File: src/design/tpw_pkg.sv
// Shared constants and types for the timer PWM output and pin-select block
package tpw_pkg;

  // ----------------------------------------------------------------
  // Sizes
  // ----------------------------------------------------------------
  localparam int NCH     = 5;
  localparam int NPIN    = 8;
  localparam int CW      = 16;
  localparam int PIN_CLK = 2;
  localparam int PIN_CH0 = 3;

  // ----------------------------------------------------------------
  // Register byte offsets
  // ----------------------------------------------------------------
  localparam logic [7:0] OFS_CTRL   = 8'h00;
  localparam logic [7:0] OFS_COUNT  = 8'h04;
  localparam logic [7:0] OFS_IVEC   = 8'h08;
  localparam logic [7:0] OFS_PINSEL = 8'h0C;
  localparam logic [7:0] OFS_CCTL0  = 8'h10;
  localparam logic [7:0] OFS_PERIOD_COMPARE_VALUE   = 8'h30;

  // ----------------------------------------------------------------
  // Field positions
  // ----------------------------------------------------------------
  localparam int CTRL_MODE = 0;
  localparam int CTRL_EXT  = 2;
  localparam int CTRL_CLR  = 3;
  localparam int CTRL_OVIE = 4;
  localparam int CTRL_OVFL = 5;
  localparam int CCTL_FLAG = 0;
  localparam int CCTL_IE   = 1;
  localparam int CCTL_OUT  = 2;
  localparam int CCTL_MODE = 3;
  localparam int CCTL_CAP  = 8;
  localparam int CCTL_LVL  = 9;

  // ----------------------------------------------------------------
  // Reset values and vector codes
  // ----------------------------------------------------------------
  localparam logic [CW-1:0]   RST_CCR    = 16'h0000;
  localparam logic [CW-1:0]   CNT_MAX    = 16'hFFFF;
  localparam logic [NPIN-1:0] RST_PINSEL = 8'h00;
  localparam logic [3:0]      IV_NONE    = 4'h0;
  localparam logic [3:0]      IV_OVF     = 4'hA;

  typedef enum logic [1:0] {
    CM_STOP = 2'b00,
    CM_UP   = 2'b01,
    CM_CONT = 2'b10,
    CM_UPDN = 2'b11
  } tpw_cmode_t;

  typedef enum logic [2:0] {
    OM_BIT    = 3'h0,
    OM_SET    = 3'h1,
    OM_TGLRST = 3'h2,
    OM_SETRST = 3'h3,
    OM_TGL    = 3'h4,
    OM_RST    = 3'h5,
    OM_TGLSET = 3'h6,
    OM_RSTSET = 3'h7
  } tpw_omode_t;

endpackage

File: src/design/tpw_top.sv
// Timer PWM output units, pin routing, counter and register slave
`timescale 1ns/10ps
module tpw_top #(
  parameter int NCHAN = tpw_pkg::NCH
) (
  input  wire logic                     mclk_i,
  input  wire logic                     rst_i,
  input  wire logic                     hsel_i,
  input  wire logic [31:0]              haddr_i,
  input  wire logic [1:0]               htrans_i,
  input  wire logic                     hwrite_i,
  input  wire logic [2:0]               hsize_i,
  input  wire logic [31:0]              hwdata_i,
  input  wire logic                     hready_i,
  output logic      [31:0]              hrdata_o,
  output logic                          hreadyout_o,
  output logic                          hresp_o,
  input  wire logic [tpw_pkg::NPIN-1:0] pin_i,
  output logic      [tpw_pkg::NPIN-1:0] pin_o,
  output logic      [tpw_pkg::NPIN-1:0] pin_oe_o,
  input  wire logic [tpw_pkg::NPIN-1:0] port_out_i,
  input  wire logic [tpw_pkg::NPIN-1:0] port_oe_i,
  output logic      [tpw_pkg::NPIN-1:0] port_in_o
);
  import tpw_pkg::*;

  // ----------------------------------------------------------------
  // Helpers
  // ----------------------------------------------------------------
  function automatic logic [7:0] slot(input logic [7:0] base, input int idx);
    slot = base + 8'(idx * 4);
  endfunction

  // ----------------------------------------------------------------
  // State
  // ----------------------------------------------------------------
  tpw_cmode_t         cmode_ff;
  logic               ext_ff;
  logic               ovie_ff;
  logic               ovfl_ff;
  logic [CW-1:0]      cnt_ff;
  logic               dir_up_ff;
  logic               hit_ff;
  logic [NPIN-1:0]    pinsel_ff;
  logic [CW-1:0]      ccr_ff   [NCHAN];
  tpw_omode_t         omode_ff [NCHAN];
  logic [NCHAN-1:0]   outbit_ff;
  logic [NCHAN-1:0]   cap_ff;
  logic [NCHAN-1:0]   ie_ff;
  logic [NCHAN-1:0]   flag_ff;
  logic [NPIN-1:0]    sync1_ff;
  logic [NPIN-1:0]    sync2_ff;
  logic [NPIN-1:0]    sync3_ff;
  logic [NPIN-1:0]    lvl_ff;
  logic               dph_ff;
  logic               dwr_ff;
  logic [7:0]         daddr_ff;
  logic [31:0]        rdata_ff;

  // ----------------------------------------------------------------
  // Bus decode
  // ----------------------------------------------------------------
  wire              aph_take = hsel_i & hready_i & htrans_i[1];
  wire              rd_take  = aph_take & ~hwrite_i;
  wire              wr_ph    = dph_ff & dwr_ff;
  wire              wr_ctrl  = wr_ph & (daddr_ff == OFS_CTRL);
  wire              wr_psel  = wr_ph & (daddr_ff == OFS_PINSEL);
  wire              rd_iv    = rd_take & (haddr_i[7:0] == OFS_IVEC) & (haddr_i[31:8] == 24'h000000);
  wire              sw_clear = wr_ctrl & hwdata_i[CTRL_CLR];
  logic [NCHAN-1:0] wr_cctl;
  logic [NCHAN-1:0] wr_ccr;

  always_comb begin
    for (int i = 0; i < NCHAN; i++) begin
      wr_cctl[i] = wr_ph & (daddr_ff == slot(OFS_CCTL0, i));
      wr_ccr[i]  = wr_ph & (daddr_ff == slot(OFS_PERIOD_COMPARE_VALUE, i));
    end
  end

  // ----------------------------------------------------------------
  // Pin synchronisers
  // ----------------------------------------------------------------
  wire [NPIN-1:0] lvl_agree = ~(sync2_ff ^ sync3_ff);
  wire [NPIN-1:0] nxt_lvl   = (lvl_ff & ~lvl_agree) | (sync3_ff & lvl_agree);
  wire [NPIN-1:0] rise      = nxt_lvl & ~lvl_ff;

  always_ff @(posedge mclk_i) begin
    if (rst_i) begin
      sync1_ff <= '0;
      sync2_ff <= '0;
      sync3_ff <= '0;
      lvl_ff   <= '0;
    end else begin
      sync1_ff <= pin_i;
      sync2_ff <= sync1_ff;
      sync3_ff <= sync2_ff;
      lvl_ff   <= nxt_lvl;
    end
  end

  // ----------------------------------------------------------------
  // Counter
  // ----------------------------------------------------------------
  // clock pin used when selected
  wire            ext_ok  = pinsel_ff[PIN_CLK] & rise[PIN_CLK];
  wire            running = (cmode_ff != CM_STOP);
  wire            tick    = running & (ext_ff ? ext_ok : 1'b1);
  wire [CW-1:0]   per     = ccr_ff[0];
  wire            at_per  = (cnt_ff >= per);
  logic [CW-1:0]  nxt_cnt;
  logic           nxt_dir;
  logic           ovf_evt;

  // up mode counts 0 to the period value per, then wraps to 0
  always_comb begin
    nxt_cnt = cnt_ff;
    nxt_dir = dir_up_ff;
    ovf_evt = 1'b0;
    if (tick) begin
      case (cmode_ff)
        CM_UP: begin
          nxt_cnt = at_per ? '0 : CW'(cnt_ff + 1'b1);
          ovf_evt = at_per;
        end
        CM_CONT: begin
          nxt_cnt = CW'(cnt_ff + 1'b1);
          ovf_evt = (cnt_ff == CNT_MAX);
        end
        CM_UPDN: begin
          if (dir_up_ff) begin
            nxt_cnt = at_per ? CW'(cnt_ff - 1'b1) : CW'(cnt_ff + 1'b1);
            nxt_dir = ~at_per;
          end else begin
            nxt_cnt = (cnt_ff == '0) ? CW'(1) : CW'(cnt_ff - 1'b1);
            nxt_dir = (cnt_ff <= CW'(1));
            ovf_evt = (cnt_ff == CW'(1));
          end
        end
        default: begin
          nxt_cnt = cnt_ff;
        end
      endcase
    end
  end

  always_ff @(posedge mclk_i) begin
    if (rst_i || sw_clear) begin
      cnt_ff    <= '0;
      dir_up_ff <= 1'b1;
      hit_ff    <= 1'b0;
    end else begin
      cnt_ff    <= nxt_cnt;
      dir_up_ff <= nxt_dir;
      hit_ff    <= tick;
    end
  end

  // ----------------------------------------------------------------
  // Equality and capture events
  // ----------------------------------------------------------------
  wire              is_up = (cmode_ff == CM_UP);
  wire              cmp0  = hit_ff & (cnt_ff == per);
  // period equality: wrap to zero in up mode (nonzero period), count equal to per in other modes
  wire              period_equal  = is_up ? (hit_ff & (cnt_ff == '0) & (per != '0)) : cmp0;
  logic [NCHAN-1:0] equ;
  logic [NCHAN-1:0] flag_set;
  logic [NCHAN-1:0] cap_evt;

  always_comb begin
    for (int i = 0; i < NCHAN; i++) begin
      equ[i]     = (i == 0) ? period_equal : (hit_ff & (cnt_ff == ccr_ff[i]));
      cap_evt[i] = cap_ff[i] & pinsel_ff[PIN_CH0 + i] & rise[PIN_CH0 + i];
      // in up mode, no flag for zero or above period
      if (cap_ff[i]) begin
        flag_set[i] = cap_evt[i];
      end else if (i == 0) begin
        flag_set[i] = cmp0;
      end else begin
        flag_set[i] = equ[i] & ~(is_up & (ccr_ff[i] == '0));
      end
    end
  end

  // ----------------------------------------------------------------
  // Vector word
  // ----------------------------------------------------------------
  logic [3:0]       iv_code;
  logic [NCHAN-1:0] iv_clr;

  always_comb begin
    iv_code = IV_NONE;
    if (ovfl_ff && ovie_ff) begin
      iv_code = IV_OVF;
    end
    for (int i = NCHAN - 1; i >= 1; i--) begin
      if (flag_ff[i] && ie_ff[i]) begin
        iv_code = 4'(2 * i);
      end
    end
    for (int i = 0; i < NCHAN; i++) begin
      iv_clr[i] = rd_iv & (i != 0) & (iv_code == 4'(2 * i));
    end
  end

  wire ov_clr = (rd_iv & (iv_code == IV_OVF)) | (wr_ctrl & hwdata_i[CTRL_OVFL]);

  // ----------------------------------------------------------------
  // Control registers
  // ----------------------------------------------------------------
  always_ff @(posedge mclk_i) begin
    if (rst_i) begin
      cmode_ff  <= CM_STOP;
      ext_ff    <= 1'b0;
      ovie_ff   <= 1'b0;
      ovfl_ff   <= 1'b0;
      pinsel_ff <= RST_PINSEL;
    end else begin
      if (wr_ctrl) begin
        cmode_ff <= tpw_cmode_t'(hwdata_i[CTRL_MODE +: 2]);
        ext_ff   <= hwdata_i[CTRL_EXT];
        ovie_ff  <= hwdata_i[CTRL_OVIE];
      end
      ovfl_ff <= ovf_evt | (ovfl_ff & ~ov_clr);
      // one select bit per shared pin
      if (wr_psel) begin
        pinsel_ff <= {hwdata_i[NPIN-1:PIN_CLK], 2'b00};
      end
    end
  end

  always_ff @(posedge mclk_i) begin
    if (rst_i) begin
      for (int i = 0; i < NCHAN; i++) begin
        ccr_ff[i]   <= RST_CCR;
        omode_ff[i] <= OM_BIT;
      end
      outbit_ff <= '0;
      cap_ff    <= '0;
      ie_ff     <= '0;
      flag_ff   <= '0;
    end else begin
      for (int i = 0; i < NCHAN; i++) begin
        if (wr_cctl[i]) begin
          omode_ff[i]  <= tpw_omode_t'(hwdata_i[CCTL_MODE +: 3]);
          outbit_ff[i] <= hwdata_i[CCTL_OUT];
          cap_ff[i]    <= hwdata_i[CCTL_CAP];
          ie_ff[i]     <= hwdata_i[CCTL_IE];
        end
        if (wr_ccr[i]) begin
          ccr_ff[i] <= hwdata_i[CW-1:0];
        end else if (cap_evt[i]) begin
          ccr_ff[i] <= cnt_ff;
        end
        // Event wins over a clear in the same cycle
        flag_ff[i] <= flag_set[i] |
                      (flag_ff[i] & ~iv_clr[i] & ~(wr_cctl[i] & hwdata_i[CCTL_FLAG]));
      end
    end
  end

  // ----------------------------------------------------------------
  // Output units
  // ----------------------------------------------------------------
  logic [NCHAN-1:0] chan_out;

  for (genvar g = 0; g < NCHAN; g++) begin : g_unit
    tpw_out_unit u_unit (
      .mclk_i    (mclk_i),
      .rst_i     (rst_i),
      .mode_i    (omode_ff[g]),
      .out_bit_i (outbit_ff[g]),
      .equ_x_i   (equ[g]),
      .equ_0_i   (period_equal),
      .out_o     (chan_out[g])
    );
  end

  // ----------------------------------------------------------------
  // Pin routing
  // ----------------------------------------------------------------
  for (genvar p = 0; p < NPIN; p++) begin : g_pin
    if (p >= PIN_CH0 && p < PIN_CH0 + NCHAN) begin : g_ch
      wire drv = pinsel_ff[p] & ~cap_ff[p - PIN_CH0];
      assign pin_o[p]    = pinsel_ff[p] ? (drv & chan_out[p - PIN_CH0]) : port_out_i[p];
      assign pin_oe_o[p] = pinsel_ff[p] ? drv : port_oe_i[p];
    end else begin : g_port
      assign pin_o[p]    = pinsel_ff[p] ? 1'b0 : port_out_i[p];
      assign pin_oe_o[p] = pinsel_ff[p] ? 1'b0 : port_oe_i[p];
    end
  end

  assign port_in_o = pin_i;

  // ----------------------------------------------------------------
  // Read data and bus handshake
  // ----------------------------------------------------------------
  logic [31:0] rd_word;

  always_comb begin
    rd_word = 32'h0000_0000;
    if (haddr_i[31:8] == 24'h000000) begin
      case (haddr_i[7:0])
        OFS_CTRL:   rd_word = {26'h0, ovfl_ff, ovie_ff, 1'b0, ext_ff, cmode_ff};
        OFS_COUNT:  rd_word = {16'h0000, cnt_ff};
        OFS_IVEC:   rd_word = {28'h0000000, iv_code};
        OFS_PINSEL: rd_word = {24'h000000, pinsel_ff};
        default: begin
          for (int i = 0; i < NCHAN; i++) begin
            if (haddr_i[7:0] == slot(OFS_CCTL0, i)) begin
              rd_word = {22'h0, chan_out[i], cap_ff[i], 2'b00, omode_ff[i],
                         outbit_ff[i], ie_ff[i], flag_ff[i]};
            end
            if (haddr_i[7:0] == slot(OFS_PERIOD_COMPARE_VALUE, i)) begin
              rd_word = {16'h0000, ccr_ff[i]};
            end
          end
        end
      endcase
    end
  end

  always_ff @(posedge mclk_i) begin
    if (rst_i) begin
      dph_ff   <= 1'b0;
      dwr_ff   <= 1'b0;
      daddr_ff <= 8'h00;
      rdata_ff <= 32'h0000_0000;
    end else begin
      dph_ff   <= aph_take & (haddr_i[31:8] == 24'h000000) & (hsize_i == 3'h2);
      dwr_ff   <= hwrite_i;
      daddr_ff <= haddr_i[7:0];
      if (rd_take) begin
        rdata_ff <= rd_word;
      end
    end
  end

  assign hrdata_o    = rdata_ff;
  assign hreadyout_o = 1'b1;
  assign hresp_o     = 1'b0;

endmodule

File: src/design/tpw_out_unit.sv
// Output unit of one channel: eight modes driven by channel and period equality
`timescale 1ns/10ps
module tpw_out_unit (
  input  wire logic               mclk_i,
  input  wire logic               rst_i,
  input  wire tpw_pkg::tpw_omode_t mode_i,
  input  wire logic               out_bit_i,
  input  wire logic               equ_x_i,
  input  wire logic               equ_0_i,
  output logic                    out_o
);
  import tpw_pkg::*;

  logic out_ff;
  logic nxt_out;

  always_comb begin
    nxt_out = out_ff;
    if (mode_i == OM_BIT) begin
      nxt_out = out_bit_i;
    end else if (equ_x_i && equ_0_i) begin
      case (mode_i)
        OM_SET, OM_TGLRST, OM_SETRST: nxt_out = 1'b1;
        OM_TGL:                       nxt_out = ~out_ff;
        default:                      nxt_out = 1'b0;
      endcase
    end else if (equ_x_i) begin
      case (mode_i)
        OM_SET, OM_SETRST:            nxt_out = 1'b1;
        OM_RST, OM_RSTSET:            nxt_out = 1'b0;
        default:                      nxt_out = ~out_ff;
      endcase
    end else if (equ_0_i) begin
      case (mode_i)
        OM_TGLRST, OM_SETRST:         nxt_out = 1'b0;
        OM_TGLSET, OM_RSTSET:         nxt_out = 1'b1;
        default:                      nxt_out = out_ff;
      endcase
    end
  end

  always_ff @(posedge mclk_i) begin
    if (rst_i) begin
      out_ff <= 1'b0;
    end else begin
      out_ff <= nxt_out;
    end
  end

  assign out_o = out_ff;

endmodule

File: config.mk
export PLATFORM = sky130hd
export DESIGN_NAME = tpw_top
export DESIGN_NICKNAME = d
export VERILOG_FILES = /design/src/design/tpw_pkg.sv /design/src/design/tpw_top.sv /design/src/design/tpw_out_unit.sv
export SDC_FILE = /design/constraint.sdc
export NUM_CORES = 1
export LEC_CHECK = 0
export ABC_AREA = 0
export BUFFER_PORTS_ARGS = -buffer_cell sky130_fd_sc_hd__buf_2
export CAP_MARGIN = 20
export CORE_AREA = 2 2 190 192
export CTS_BUF_LIST = sky130_fd_sc_hd__clkbuf_8
export DETAILED_ROUTE_END_ITERATION = 12
export DIE_AREA = 0 0 192 194
export SLEW_MARGIN = 25
export SYNTH_ARGS = -nofsm -noshare
export SYNTH_HDL_FRONTEND = slang
export SYNTH_SLANG_ARGS = --single-unit
File: constraint.sdc
create_clock -name mclk_i -period 3 [get_ports mclk_i]
set_input_delay 0.6 -clock mclk_i [delete_from_list [all_inputs] [get_ports mclk_i]]
set_output_delay 0.6 -clock mclk_i [all_outputs]
set_load 0.005 [all_outputs]
==> key figures <==
Yosys
  • Count of flip-flops with a built-in enable after synthesis: 95
  • Post-Syn Area per Cell: 8.79 sq um
  • Flip-flop and latch count after synthesis: 199
  • Post-synthesis instance area: 12,200 sq um
  • Number of synthesis warnings: 0
  • Unique masters post-synth: 77
  • Fraction of synthesis flops using an asynchronous set or reset pin: 0%
  • Synth Instances: 1,388
  • Share of the yosys chip area belonging to registers: 40.4%
  • Predominant post-synthesis flop cell: sky130_fd_sc_hd__dfxtp_1

Final layout
  • Proportion of layout cells with a drive suffix above 1: 16.8%
  • Count of nets after finishing: 1,614
  • Leading cell types in the layout, fill and taps excluded: 156 x sky130_fd_sc_hd__nor2_1, 132 x sky130_fd_sc_hd__nand2_1, 107 x sky130_fd_sc_hd__buf_2
  • Most common cell after layout, fill and taps aside: sky130_fd_sc_hd__nor2_1
  • Ant diodes: 0
  • Synthesis-to-finish area growth: 13.5%
  • Filler Cells Inserted: 3,640

Place
  • Placement Setup Slack: 0.237 ns
  • DP Wirelength: 34.6 mm
  • Weighted congestion at the end of routability-driven global placement: 1.04
  • Total of buffers placed on input and output ports: 108

CTS
  • Clock slew seen by the registers of the worst setup and hold paths: 0.11 ns
  • TritonCTS clock tree: built
  • Insertion delay to the later sink of the worst-skew pair: 0.50 ns
  • CTS sink cnt: 199
  • TritonCTS buffer count: 17
  • Count of cells resized by post-cts repair: 0
  • Number of post-CTS setup repair buffers: 0
  • CTS H-tree lvls: 4
  • Cell chosen for the clock root: sky130_fd_sc_hd__clkbuf_8
  • Number of buffers on the longest clock path: 2
  • CTS hold repair buffers: 0

Pwr
  • Cell Pwr Density: 397 nW/um^2
  • Leak: 0.00565 uW
  • VDD IR-drop max: 0.213 mV

STA
  • Final-report max-slew violation count: 0
  • Worst path setup slack after routing: 0.207 ns
  • FMAX: 358 MHz
  • Fin. Hold Viols: 0
  • Max Clock Skew: 0.0232 ns
  • Pin slew with the least headroom to its limit: 0.885 ns
  • Unrepaired setup endpoints after global routing: no
  • Final setup TNS: 0 ns
  • Final worst path period need: 2.79 ns
  • Endpoints failing setup: 0
  • Share of the clock period used by the worst path after layout: 93.1%
  • Headroom to the max-slew limit: 40.7%

Die
  • Number of rows created at floorplan: 69
  • Die Y: 194 microns
  • Die area: 37,200 sq um
  • CORE AREA: 35,200 sq um
  • Die X: 192 microns
  • I/O pins: 156
  • Initial standard-cell utilization of the core: 34.7%

Detailed routing
  • Routed met2 length: 20.2 mm
  • DRC violation total after the first TritonRoute iteration: 1,466
  • Top metal layer carrying routed signals: met4
  • Met1 routed wirelength after detailed routing: 19.2 mm
  • Remaining routing DRC violations: 0
  • Wire length after detailed routing: 46.2 mm
  • ANT nets after route: 0
  • Avg WL per Cell: 23.4 microns
  • Number of vias per cell after detailed routing: 5.86
  • Number of vias in the routed layout: 11.5k
  • Number of search-and-repair iterations in the first detailed-routing pass: 6
  • Routed length on met3: 4.73 mm

Global route
  • Final global-route overflow total: 0
  • Antenna violations before repair: 0
  • Maximum number of pins on one net before global-route repair: 81
  • Gr usage total: 24.4%
  • Vias in the first global route: 10.7k
  • Global-route wire length before repair: 67.8 mm

Critical path
  • Required time of the critical path: 3.41 ns
  • Worst-path maximum fanout: 6
  • Slowest-stage cell, CP: sky130_fd_sc_hd__a2111o_1
  • Arrival time worst endpoint: 3.21 ns
  • Cell repeated most along the worst path: sky130_fd_sc_hd__nand4_1
  • Crit Path Category: flip-flop to flip-flop
  • CP Launch Type: flip-flop
  • Critical path cell sequence: inv_1, ha_1, nand4_1, a2111o_1, nand4_1, nor2b_1, nand4_1, a31oi_1
  • Kind of capture point of the worst setup path: flip-flop
  • Slowest cell delay on critical path: 0.50 ns

Run
  • Maximum capacitance violations: 0

Hold path
  • Kind of path behind the tightest hold check: input pin to flip-flop

Run status
  • Outcome: complete, no violations
==> cell families (layout without fill, tap and decap cells) <==
kind of cell	count (synthesis)	in the layout	synth area share [%]
buffers and inverters	156	262	6.05
other	2	18	0.0615
adder cells (fa/ha/maj)	19	19	1.95
flip-flops	199	199	40.4
multiplexers	98	98	8.05
XOR/XNOR	69	69	4.95
AO/OA/AOI/OAI	282	282	15.1
AND/OR/NAND/NOR	563	563	23.4
==> critical path, delay by kind of cell, from the launching register on <==
kind                       cells  cell delay [ns]
and+or+nand+nor                4             1.22
AOI/OAI and AO/OA              2             0.74
DFF                            1             0.41
adders and majority gates      1             0.29
buffers and inverters          1             0.06
==> worst paths after layout <==
check | startpoint | to | slack [ns] | depth (start not counted)
worst min register to register | sync1_ff[4] | sync2_ff[4] | 0.45 | 1
worst min-delay path | hwrite_i | dwr_ff | 0.32 | 2
worst max register to register | ccr_ff[0][13] | cnt_ff[15] | 0.21 | 8
worst max-delay path | ccr_ff[0][13] | cnt_ff[15] | 0.21 | 8
==> registers in the layout (all words and copies together), names as in the netlist, 6 cells and up <==
register   count
ccr_ff        80
daddr_ff       8
sync1_ff       6
hrdata_o      16
sync3_ff       6
cnt_ff        16
lvl_ff         6
sync2_ff       6
omode_ff      15
pinsel_ff      6
==> report_power, final <==
part           total (uW)  leakage (uW)  internal (uW)  switching (uW)
clock                1860      0.000214            711            1150
sequential           2970       0.00185           2900            75.0
combinational         666       0.00359            252             414
total                5500       0.00565           3860            1640
==> final cells by class <==
cell class	count	area [sq um]	area share, %
well taps	461	577	4.16
multi-input cells	1049	6600	47.6
clock inverters	15	176	1.27
inverters	36	135	0.975
clock buffers	17	234	1.69
flip-flops and latches	199	4930	35.6
repair buffers	194	1200	8.67
==> cell usage after synthesis, types with 3 or more instances <==
master                      count  area [sq um]
sky130_fd_sc_hd__a2111oi_0      5          43.8
sky130_fd_sc_hd__buf_4         30           225
sky130_fd_sc_hd__and4b_1        4          40.0
sky130_fd_sc_hd__a21o_1         8          60.1
sky130_fd_sc_hd__buf_1         12          45.0
sky130_fd_sc_hd__o211ai_1       8          60.1
sky130_fd_sc_hd__nor4_1        43           269
sky130_fd_sc_hd__o31ai_1        3          22.5
sky130_fd_sc_hd__edfxtp_1      95          2850
sky130_fd_sc_hd__nand4_1       24           150
sky130_fd_sc_hd__a221oi_1      11          96.3
sky130_fd_sc_hd__a21boi_0       3          22.5
sky130_fd_sc_hd__o21ai_0       51           255
sky130_fd_sc_hd__a21oi_1       68           340
sky130_fd_sc_hd__inv_1         36           135
sky130_fd_sc_hd__clkbuf_1      61           229
sky130_fd_sc_hd__ha_1          19           238
sky130_fd_sc_hd__nand3_1       36           180
sky130_fd_sc_hd__nand2b_1      10          62.6
sky130_fd_sc_hd__or3_1         21           131
sky130_fd_sc_hd__dfxtp_1      104          2080
sky130_fd_sc_hd__o221ai_1       5          43.8
sky130_fd_sc_hd__o22ai_1       20           125
sky130_fd_sc_hd__nor2b_1       40           250
sky130_fd_sc_hd__or2_2          8          50.1
sky130_fd_sc_hd__nor3_2         4          40.0
sky130_fd_sc_hd__a41oi_1        5          43.8
sky130_fd_sc_hd__and3_1        11          68.8
sky130_fd_sc_hd__mux2i_1       97           971
sky130_fd_sc_hd__nor3_1        24           120
sky130_fd_sc_hd__nor2_1       156           586
sky130_fd_sc_hd__xor2_1        16           140
sky130_fd_sc_hd__a22oi_1       44           330
sky130_fd_sc_hd__nor3b_1        3          22.5
sky130_fd_sc_hd__xnor2_1       53           464
sky130_fd_sc_hd__or4_1          7          52.6
sky130_fd_sc_hd__a211oi_1       9          67.6
sky130_fd_sc_hd__buf_6          3          33.8
sky130_fd_sc_hd__and2_1         7          43.8
sky130_fd_sc_hd__a31oi_1       19           119
sky130_fd_sc_hd__nand4b_1       5          43.8
sky130_fd_sc_hd__nand3b_1      10          75.1
sky130_fd_sc_hd__nand2_1      132           495
sky130_fd_sc_hd__buf_2         13          65.1
==> per-layer routing <==
layer | up-vias | GRT usage, %
met5 | - | 0
met4 | 0 | 10.7
met3 | 117 | 5.27
met2 | 682 | 36.2
met1 | 5491 | 34.0
li1 | 5255 | -
==> per-stage QoR <==
step / instances / power (uW) / instance area [sq um] / hold slack (ns) / util [%]
global route: 1971 / 5670 / 13900 / 0.309 / 39.3
global placement: 1939 / 3670 / 13400 / 0.418 / 38.2
floorplan: 1404 / 3430 / 12300 / 0.414 / -
finish: 1971 / 5500 / 13900 / 0.320 / 39.3
CTS: 1971 / 5500 / 13900 / 0.305 / 39.3
detailed placement: 1939 / 3680 / 13400 / 0.424 / 38.2
Power figures use the tool's default switching activity.
